File: src/usb_epds_pkg.sv
// Shared constants and types for the endpoint/descriptor status block
`default_nettype none
package usb_epds_pkg;
  // ********************
  // Timing
  // ********************
  localparam int unsigned CLK_HZ = 100_000_000;
  localparam int unsigned IDLE_MS = 3;
  localparam int unsigned IDLE_CYC = (CLK_HZ / 1000) * IDLE_MS;
  localparam logic [4:0] TA_BITS = 5'h10;
  // ********************
  // Register word offsets
  // ********************
  localparam logic [4:0] OFS_EP0 = 5'h00;
  localparam logic [4:0] OFS_IFLAG = 5'h08;
  localparam logic [4:0] OFS_IEN = 5'h09;
  localparam logic [4:0] OFS_EFLAG = 5'h0a;
  localparam logic [4:0] OFS_EEN = 5'h0b;
  localparam logic [4:0] OFS_ADDR = 5'h0c;
  localparam logic [4:0] OFS_XSTAT = 5'h0d;
  localparam logic [4:0] OFS_DSEL = 5'h0e;
  localparam logic [4:0] OFS_DSTAT = 5'h0f;
  localparam logic [4:0] OFS_DBC = 5'h10;
  // ********************
  // Field positions and masks
  // ********************
  localparam int EP_HALT = 0;
  localparam int EP_IN = 1;
  localparam int EP_OUT = 2;
  localparam int DS_OWN = 7;
  localparam int DS_TOG = 6;
  localparam int DS_TCHK = 3;
  localparam int DS_BHALT = 2;
  localparam int IF_SOF = 6;
  localparam int IF_STALL = 5;
  localparam int IF_IDLE = 4;
  localparam int IF_TRN = 3;
  localparam int IF_ACT = 2;
  localparam int IF_ERR = 1;
  localparam int IF_RST = 0;
  localparam int EF_STUFF = 7;
  localparam int EF_TA = 4;
  localparam int EF_DFN8 = 3;
  localparam int EF_CRC16 = 2;
  localparam int EF_CRC5 = 1;
  localparam int EF_PID = 0;
  localparam logic [7:0] IF_MASK = 8'h7f;
  localparam logic [7:0] EF_MASK = 8'h9f;
  localparam logic [7:0] RST_BYTE = 8'h00;
  // ********************
  // Token identifiers and types
  // ********************
  localparam logic [3:0] PID_OUT = 4'h1;
  localparam logic [3:0] PID_IN = 4'h9;
  localparam logic [3:0] PID_SETUP = 4'hd;
  typedef enum logic [1:0] {
    RSP_ACK = 2'h0,
    RSP_NAK = 2'h1,
    RSP_STALL = 2'h2,
    RSP_DROP = 2'h3
  } resp_t;
  typedef enum logic [1:0] {
    ST_IDLE = 2'h0,
    ST_DECIDE = 2'h1,
    ST_BUSY = 2'h3
  } tok_state_t;
  typedef struct packed {
    logic [7:0][4:0] ep;
    logic [7:0][7:0] dstat;
    logic [7:0][7:0] dbc;
    logic [3:0][7:0] fifo;
    logic [1:0] wp;
    logic [1:0] rp;
    logic [2:0] cnt;
    logic [7:0] iflag;
    logic [7:0] ien;
    logic [7:0] eflag;
    logic [7:0] een;
    logic [6:0] addr;
    logic [2:0] sel;
    tok_state_t st;
    logic [2:0] tep;
    logic [3:0] tpid;
    logic tdata1;
    logic rv;
    resp_t rsp;
    logic [18:0] idle_cnt;
    logic [4:0] ta_cnt;
    logic ta_run;
    logic wreq;
    logic [7:0] rdata;
    logic irq;
  } state_t;
endpackage
`default_nettype wire

File: src/usb_epds.sv
// Endpoint control, descriptor status and interrupt/error flags
`default_nettype none
// How it works
// IN answered only when input enabled
// Endpoint halt stalls, only when enabled
// Owner bit set locks descriptor from core
// Toggle value used only with checking on
// Toggle mismatch dropped, SETUP always accepted (code: SETUP skips only the toggle drop; halt still stalls, no owner NAKs)
// Byte count rewritten with actual count
// Received token id written into descriptor
// Software keeps descriptor bits 5:4 zero
// Start-of-frame token sets frame flag
// Sending STALL sets halt-sent flag
// Clearing done flag pops status FIFO
// Software unmasks activity after idle seen
// Error summary is read-only status
// Bus reset sets flag, clears address
// Enables gate flags into interrupt request
// Bit-stuff violation sets stuff flag
// Over 16 idle bit times sets timeout
// Token with bad CRC5 rejected, flagged
// Failed identifier check sets flag
// Error enables gate errors into summary
// Buffer halt with engine owner stalls
// 3 ms continuous idle sets idle flag
module usb_epds #(
  parameter int unsigned IDLE_CYCLES = usb_epds_pkg::IDLE_CYC
) (
  // Clock and reset
  input wire logic i_sys_clk,
  input wire logic i_rst,
  // Avalon-MM slave
  input wire logic [4:0] i_avs_address,
  input wire logic i_avs_read,
  input wire logic i_avs_write,
  input wire logic [31:0] i_avs_writedata,
  output logic [31:0] o_avs_readdata,
  output logic o_avs_waitrequest,
  // Token path from serial engine
  input wire logic i_tok_valid,
  input wire logic [3:0] i_tok_pid,
  input wire logic [2:0] i_tok_ep,
  input wire logic i_tok_data1,
  input wire logic i_xfer_done,
  input wire logic [9:0] i_xfer_count,
  output logic o_resp_valid,
  output logic [1:0] o_resp,
  // Bus events from serial engine
  input wire logic i_sof,
  input wire logic i_usb_reset,
  input wire logic i_bus_activity,
  input wire logic i_bus_idle,
  input wire logic i_eop,
  input wire logic i_pkt_start,
  input wire logic i_bit_tick,
  input wire logic i_stuff_err,
  input wire logic i_crc5_err,
  input wire logic i_pid_err,
  input wire logic i_crc16_err,
  input wire logic i_dfn8_err,
  // Status out
  output logic [6:0] o_dev_addr,
  output logic o_usb_irq
);
  localparam logic [18:0] IDLE_LIM = 19'(IDLE_CYCLES);

  usb_epds_pkg::state_t q;
  usb_epds_pkg::state_t d;

  function automatic logic hit(input logic [4:0] a, input logic [4:0] ofs);
    return a == ofs;
  endfunction

  // ********************
  // Next state
  // ********************
  always_comb begin
    logic req;
    logic wr;
    logic [4:0] a;
    logic [7:0] wd;
    logic [4:0] epc;
    logic [7:0] ds;
    logic in_tok;
    logic dir_en;
    logic push;
    logic pop;
    req = i_avs_read || i_avs_write;
    wr = i_avs_write && !q.wreq;
    a = i_avs_address;
    wd = i_avs_writedata[7:0];
    epc = q.ep[q.tep];
    ds = q.dstat[q.tep];
    in_tok = q.tpid == usb_epds_pkg::PID_IN;
    dir_en = in_tok ? epc[usb_epds_pkg::EP_IN] : epc[usb_epds_pkg::EP_OUT];
    push = 1'b0;
    pop = 1'b0;
    d = q;
    d.rv = 1'b0;
    // One wait cycle per access, then a one-cycle answer
    d.wreq = !(req && q.wreq);
    if (req && q.wreq) begin
      case (a)
        usb_epds_pkg::OFS_IFLAG: d.rdata = q.iflag;
        usb_epds_pkg::OFS_IEN: d.rdata = q.ien;
        usb_epds_pkg::OFS_EFLAG: d.rdata = q.eflag;
        usb_epds_pkg::OFS_EEN: d.rdata = q.een;
        usb_epds_pkg::OFS_ADDR: d.rdata = {1'b0, q.addr};
        usb_epds_pkg::OFS_XSTAT: d.rdata = (q.cnt != 3'h0) ? q.fifo[q.rp] : 8'h00;
        usb_epds_pkg::OFS_DSEL: d.rdata = {5'h00, q.sel};
        usb_epds_pkg::OFS_DSTAT: d.rdata = q.dstat[q.sel];
        usb_epds_pkg::OFS_DBC: d.rdata = q.dbc[q.sel];
        default: d.rdata = (a[4:3] == 2'h0) ? {3'h0, q.ep[a[2:0]]} : 8'h00;
      endcase
    end
    // ********************
    // Software writes
    // ********************
    if (wr) begin
      if (a[4:3] == usb_epds_pkg::OFS_EP0[4:3]) begin
        d.ep[a[2:0]] = wd[4:0];
      end
      case (a)
        usb_epds_pkg::OFS_IFLAG: d.iflag = q.iflag & wd & usb_epds_pkg::IF_MASK;
        usb_epds_pkg::OFS_IEN: d.ien = wd & usb_epds_pkg::IF_MASK;
        usb_epds_pkg::OFS_EFLAG: d.eflag = q.eflag & wd;
        usb_epds_pkg::OFS_EEN: d.een = wd & usb_epds_pkg::EF_MASK;
        usb_epds_pkg::OFS_ADDR: d.addr = wd[6:0];
        usb_epds_pkg::OFS_DSEL: d.sel = wd[2:0];
        usb_epds_pkg::OFS_DSTAT: begin
          if (!q.dstat[q.sel][usb_epds_pkg::DS_OWN]) begin
            d.dstat[q.sel] = wd;
          end
        end
        usb_epds_pkg::OFS_DBC: begin
          if (!q.dstat[q.sel][usb_epds_pkg::DS_OWN]) begin
            d.dbc[q.sel] = wd;
          end
        end
        default: ;
      endcase
      if (hit(a, usb_epds_pkg::OFS_IFLAG) && !wd[usb_epds_pkg::IF_TRN]) begin
        pop = q.cnt != 3'h0;
      end
    end
    // ********************
    // Token handling
    // ********************
    case (q.st)
      usb_epds_pkg::ST_IDLE: begin
        if (i_tok_valid && !i_crc5_err) begin
          d.tep = i_tok_ep;
          d.tpid = i_tok_pid;
          d.tdata1 = i_tok_data1;
          d.st = usb_epds_pkg::ST_DECIDE;
        end
      end
      usb_epds_pkg::ST_DECIDE: begin
        d.st = usb_epds_pkg::ST_IDLE;
        // Disabled direction gets no handshake at all
        if (dir_en) begin
          d.rv = 1'b1;
          if (epc[usb_epds_pkg::EP_HALT] ||
              (ds[usb_epds_pkg::DS_OWN] && ds[usb_epds_pkg::DS_BHALT])) begin
            d.rsp = usb_epds_pkg::RSP_STALL;
            d.iflag[usb_epds_pkg::IF_STALL] = 1'b1;
          end else if (!ds[usb_epds_pkg::DS_OWN]) begin
            d.rsp = usb_epds_pkg::RSP_NAK;
          end else if (!in_tok && ds[usb_epds_pkg::DS_TCHK] &&
                       (ds[usb_epds_pkg::DS_TOG] != q.tdata1) &&
                       (q.tpid != usb_epds_pkg::PID_SETUP)) begin
            d.rsp = usb_epds_pkg::RSP_DROP;
          end else begin
            d.rsp = usb_epds_pkg::RSP_ACK;
            d.st = usb_epds_pkg::ST_BUSY;
          end
        end
      end
      usb_epds_pkg::ST_BUSY: begin
        if (i_xfer_done) begin
          d.dstat[q.tep] = {1'b0, 1'b0, q.tpid, i_xfer_count[9:8]};
          d.dbc[q.tep] = i_xfer_count[7:0];
          d.st = usb_epds_pkg::ST_IDLE;
          // A full status FIFO loses the entry; software must keep up
          if (q.cnt != 3'h4) begin
            push = 1'b1;
            d.fifo[q.wp] = {1'b0, 1'b0, q.tep, in_tok, 2'h0};
            d.wp = q.wp + 2'h1;
          end
        end
      end
      default: d.st = usb_epds_pkg::ST_IDLE;
    endcase
    if (pop) begin
      d.rp = q.rp + 2'h1;
    end
    d.cnt = q.cnt + {2'h0, push} - {2'h0, pop};
    // ********************
    // Bus events; sets win over software clears
    // ********************
    if (i_sof) begin
      d.iflag[usb_epds_pkg::IF_SOF] = 1'b1;
    end
    if (i_bus_activity) begin
      d.iflag[usb_epds_pkg::IF_ACT] = 1'b1;
    end
    if (i_usb_reset) begin
      d.iflag[usb_epds_pkg::IF_RST] = 1'b1;
      d.addr = 7'h00;
    end
    d.iflag[usb_epds_pkg::IF_TRN] = d.cnt != 3'h0;
    if (!i_bus_idle) begin
      d.idle_cnt = 19'h00000;
    end else if (q.idle_cnt < IDLE_LIM) begin
      d.idle_cnt = q.idle_cnt + 19'h00001;
      if (q.idle_cnt == IDLE_LIM - 19'h00001) begin
        d.iflag[usb_epds_pkg::IF_IDLE] = 1'b1;
      end
    end
    if (i_eop) begin
      d.ta_run = 1'b1;
      d.ta_cnt = 5'h00;
    end else if (i_pkt_start) begin
      d.ta_run = 1'b0;
    end else if (q.ta_run && i_bit_tick) begin
      if (q.ta_cnt == usb_epds_pkg::TA_BITS) begin
        d.eflag[usb_epds_pkg::EF_TA] = 1'b1;
        d.ta_run = 1'b0;
      end else begin
        d.ta_cnt = q.ta_cnt + 5'h01;
      end
    end
    if (i_stuff_err) begin
      d.eflag[usb_epds_pkg::EF_STUFF] = 1'b1;
    end
    if (i_crc5_err) begin
      d.eflag[usb_epds_pkg::EF_CRC5] = 1'b1;
    end
    if (i_pid_err) begin
      d.eflag[usb_epds_pkg::EF_PID] = 1'b1;
    end
    if (i_crc16_err) begin
      d.eflag[usb_epds_pkg::EF_CRC16] = 1'b1;
    end
    if (i_dfn8_err) begin
      d.eflag[usb_epds_pkg::EF_DFN8] = 1'b1;
    end
    // Summary follows enabled errors only; writes never touch it
    d.iflag[usb_epds_pkg::IF_ERR] = |(q.eflag & q.een);
    d.irq = |(q.iflag & q.ien);
  end

  always_ff @(posedge i_sys_clk or posedge i_rst) begin
    if (i_rst) begin
      q <= '0;
      q.wreq <= 1'b1;
    end else begin
      q <= d;
    end
  end

  assign o_avs_readdata = {24'h000000, q.rdata};
  assign o_avs_waitrequest = q.wreq;
  assign o_resp_valid = q.rv;
  assign o_resp = q.rsp;
  assign o_dev_addr = q.addr;
  assign o_usb_irq = q.irq;

  logic dir_en_chk;
  logic err_any;
  logic irq_any;
  assign dir_en_chk = (q.tpid == usb_epds_pkg::PID_IN) ?
    q.ep[q.tep][usb_epds_pkg::EP_IN] : q.ep[q.tep][usb_epds_pkg::EP_OUT];
  assign err_any = |(q.eflag & q.een);
  assign irq_any = |(q.iflag & q.ien);
endmodule
`default_nettype wire

File: config.mk
export PLATFORM = sky130hd
export DESIGN_NAME = usb_epds
export DESIGN_NICKNAME = d
export VERILOG_FILES = /design/src/usb_epds_pkg.sv /design/src/usb_epds.sv
export SDC_FILE = /design/constraint.sdc
export NUM_CORES = 1
export LEC_CHECK = 0
export ABC_AREA = 0
export BUFFER_PORTS_ARGS = -buffer_cell sky130_fd_sc_hd__buf_2
export CAP_MARGIN = 25
export CORE_MARGIN = 3
export CORE_UTILIZATION = 60
export DETAILED_ROUTE_END_ITERATION = 6
export HOLD_SLACK_MARGIN = 0.05
export PLACE_DENSITY = 0.81
export SLEW_MARGIN = 0
export SYNTH_ARGS = -nofsm -noshare
export SYNTH_HDL_FRONTEND = slang
export SYNTH_SLANG_ARGS = --single-unit
File: constraint.sdc
create_clock -name i_sys_clk -period 11.85 [get_ports i_sys_clk]
set_input_delay 0.5925 -clock i_sys_clk [delete_from_list [all_inputs] [get_ports i_sys_clk]]
set_output_delay 0.5925 -clock i_sys_clk [all_outputs]
set_load 0.005 [all_outputs]
==> results.txt <==
Die Y-Extent: 165.5 um
H-Tree Depth: 1
worst path bufs/invs: 2
Inst Count DP: 1744
Syn Area/Cell: 10.41 sq um
I/O Pins: 117
dpl hpwl: 27010 um
die width: 165.5 um
first-pass GRT wire length: 64370 um
status: finished, final reports clean
Syn Inst Count: 1467
via/cell ratio: 6.568
Data required, critical path: 12280 ps
TritonCTS Sinks: 277
Worst Slack Setup Final: 8522 ps
Initial DRT Pass Iterations: 5
vias in the first global route: 11638
Sequential Power Share: 0.471
Post-Syn Area: 15260 sq um
starting DRC count in detailed routing: 1628
DRC: 0
Max VDD drop: 0.1197 mV
Starting Density: 0.6186
delay-heaviest family, CP: simple AND/OR/NAND/NOR gates
Layout fillers: 1874
CTS hold repair buffers: 0
clk_skew: 8.496 ps
sequential area share after synthesis: 0.4542
Max-slew headroom: 0.2630
leak pwr: 7.803 nW
post-CTS setup buffers: 0
Layout Nets: 1535
Max Freq: 300.5 MHz
final hold violation count: 0
Worst Setup Start Kind: input pin
Crit Path Category: input pin to flip-flop
die area: 27390 sq um
CP cell instances: buf_2 -> nor2_1 -> nand3_1 -> nor3_1 -> ha_1 -> inv_1 -> ha_1 -> fa_1 -> xnor2_1 -> xnor2_1 -> or3_1
total track usage: 0.3030
slowest stage delay, CP: 570 ps
TritonCTS clock tree: done
Slowest cell on crit path: nor3_1
Post-synth ARST share: 1.000
Unique masters post-synth: 74
flop and latch count out of synthesis: 277
Max Cap Viol: 0
number of diodes: 0
later-pin clock latency in the skew report: 550 ps
final setup vio count: 0
Final Non-Filler Cells: 1797
Worst Path Arrival: 3760 ps
CTS-repair resized insts: 0
RR Startpoint: o_avs_waitrequest
Clk Tree Root Cell: clkbuf_16
internal power: 1.669 mW
fraction of layout cells with a size suffix above 1: 0.1928
Final Util: 0.6674
sum of negative setup slack: 0 ps
row count: 57
Hold Crit Class: input pin to asynchronous set/reset pin
largest net degree at the start of global routing: 125
GRT overflow: 0
antenna violation net count after detailed routing: 0
Clock transition at path regs: 60 ps
Worst Tran Pin Value: 1096 ps
Setup crit end kind: flip-flop
Post-DP Area: 15520 sq um
Core ar.: 24680 sq um
Final Cycle Share: 0.2808
clock group share of total power: 0.388
sw power: 0.6328 mW
CTS Buf Count: 29
Port Buffers: 68
CP Launch Point: i_avs_address[1]
Final Max Tran Viols: 0
Area Growth Syn to Fin: 7.885%
EDFF count, synth: 0
GPL Wtd Cong: 0.9393
design area: 16470 sq um
Total Routed Length: 41570 um
Yosys warnings: 0
Clock Path Buffers: 3
crit path max fanout: 31
combinational cell fraction of total power: 0.142
commonest non-fill, non-tap cell in the layout: dfrtp_1
most frequent cells in the layout: 274 x dfrtp_1, 151 x mux2i_1, 137 x nand2_1, 128 x nor2_1, 106 x a21oi_1
via count: 11803
RSZ-0062 raised after global routing: false
initial antenna violation count: 0
WL/cell: 23.13 um
Synth Flop Type: dfrtp_1
cell area power density: 139.8 nW/um^2
Sw Share: 0.2749
Place WS: 8037 ps
min Tclk post-route: 3328 ps
[area by class of cell]
type                    instances  area (sq um)  area share
flip-flops and latches        277          6935      0.4211
clock inverters                 8         72.57    0.004407
clock buffers                  44         852.1     0.05174
multi-input cells            1035          7580      0.4603
well taps                     324         405.4     0.02462
repair buffers                 87         533.0     0.03237
inverters                      22         90.09    0.005470
[worst reg2reg max path, stage by stage, from the launching register on]
cell and delay [ps]:
dfstp_2 400, nor2b_1 120, buf_4 250, nand3_1 420, nor3_1 570, ha_1 190, inv_1 40, ha_1 180
fa_1 380, xnor2_1 140, xnor2_1 140, or3_1 300
[stage by stage]
| stage | hold slack (ps) | power [mW] |
|---|---|---|
| after CTS | 221.8 | 2.300 |
| after floorplan | 444.6 | 1.324 |
| after detailed placement | 469.4 | 1.417 |
| final | 155.0 | 2.302 |
| after global routing | 221.7 | 2.384 |
| after global placement | 459.9 | 1.402 |
[state kept, by name (all words and copies together), names as in the netlist]
register	cells
o_dev_addr	7
o_avs_readdata	8
o_avs_waitrequest	1
o_usb_irq	1
q	257
o_resp_valid	1
o_resp	2
[metal layers]
metal / GRT usage / vias up / wire (um)
met1: 0.4122 / 5853 / 16660
met4: 0.1108 / 0 / 1519
met2: 0.4709 / 636 / 19180
met5: 0 / - / 0
li1: - / 5199 / -
met3: 0.08107 / 115 / 4214
[kinds of logic after synthesis]
| group | share of synthesized area |
|---|---|
| adder cells (fa/ha/maj) | 0.008689 |
| other | 0.0002457 |
| XOR/XNOR | 0.005737 |
| AO/OA/AOI/OAI | 0.1152 |
| multiplexers | 0.2222 |
| buffers and inverters | 0.05566 |
| flip-flops | 0.4542 |
| AND/OR/NAND/NOR | 0.1381 |
[cells in the mapped netlist (5+ instances only)]
| cell type | n | area, sq um |
|---|---|---|
| nor2_1 | 128 | 480.5 |
| nand4_1 | 16 | 100.1 |
| a22oi_1 | 17 | 127.6 |
| xnor2_1 | 5 | 43.79 |
| nor2b_1 | 15 | 93.84 |
| a31oi_1 | 19 | 118.9 |
| nand2_1 | 137 | 514.2 |
| dfrtp_1 | 276 | 6907 |
| buf_4 | 42 | 315.3 |
| mux2_2 | 88 | 991.0 |
| nand2b_1 | 30 | 187.7 |
| a21oi_1 | 106 | 530.5 |
| nand3_1 | 26 | 130.1 |
| ha_1 | 9 | 112.6 |
| o21a_1 | 10 | 75.07 |
| o21ai_0 | 57 | 285.3 |
| and3_1 | 7 | 43.79 |
| a2111oi_0 | 6 | 52.55 |
| xor2_1 | 5 | 43.79 |
| and2_1 | 9 | 56.30 |
| buf_2 | 13 | 65.06 |
| nand3b_1 | 6 | 45.04 |
| o22ai_1 | 11 | 68.82 |
| mux4_2 | 39 | 878.3 |
| buf_1 | 19 | 71.32 |
| and3b_1 | 5 | 43.79 |
| nor3_1 | 12 | 60.06 |
| inv_1 | 21 | 78.83 |
| a221oi_1 | 13 | 113.9 |
| clkbuf_1 | 81 | 304.0 |
| o21ai_1 | 7 | 35.03 |
| mux2i_1 | 151 | 1511 |
[path summary, 6_finish.rpt]
check                                 to  slack, ps  cells after the start
max reg2reg                        q[85]       8590                     11
max in group asynchronous  o_dev_addr[6]      10090                      3
min in group i_sys_clk             q[66]        230                      2
min                               q[205]        150                      2
min reg2reg                       q[116]        480                      2
max                                q[85]       8520                     11
[power groups by stage]
stage / clock network [mW] / registers, mW / logic [mW]
after detailed placement: 0 / 1.10 / 0.320
after global routing: 0.942 / 1.09 / 0.352
after floorplan: 0 / 1.06 / 0.264
final: 0.892 / 1.08 / 0.327
after global placement: 0 / 1.09 / 0.308
after CTS: 0.898 / 1.08 / 0.321
Power figures use the tool's default switching activity.
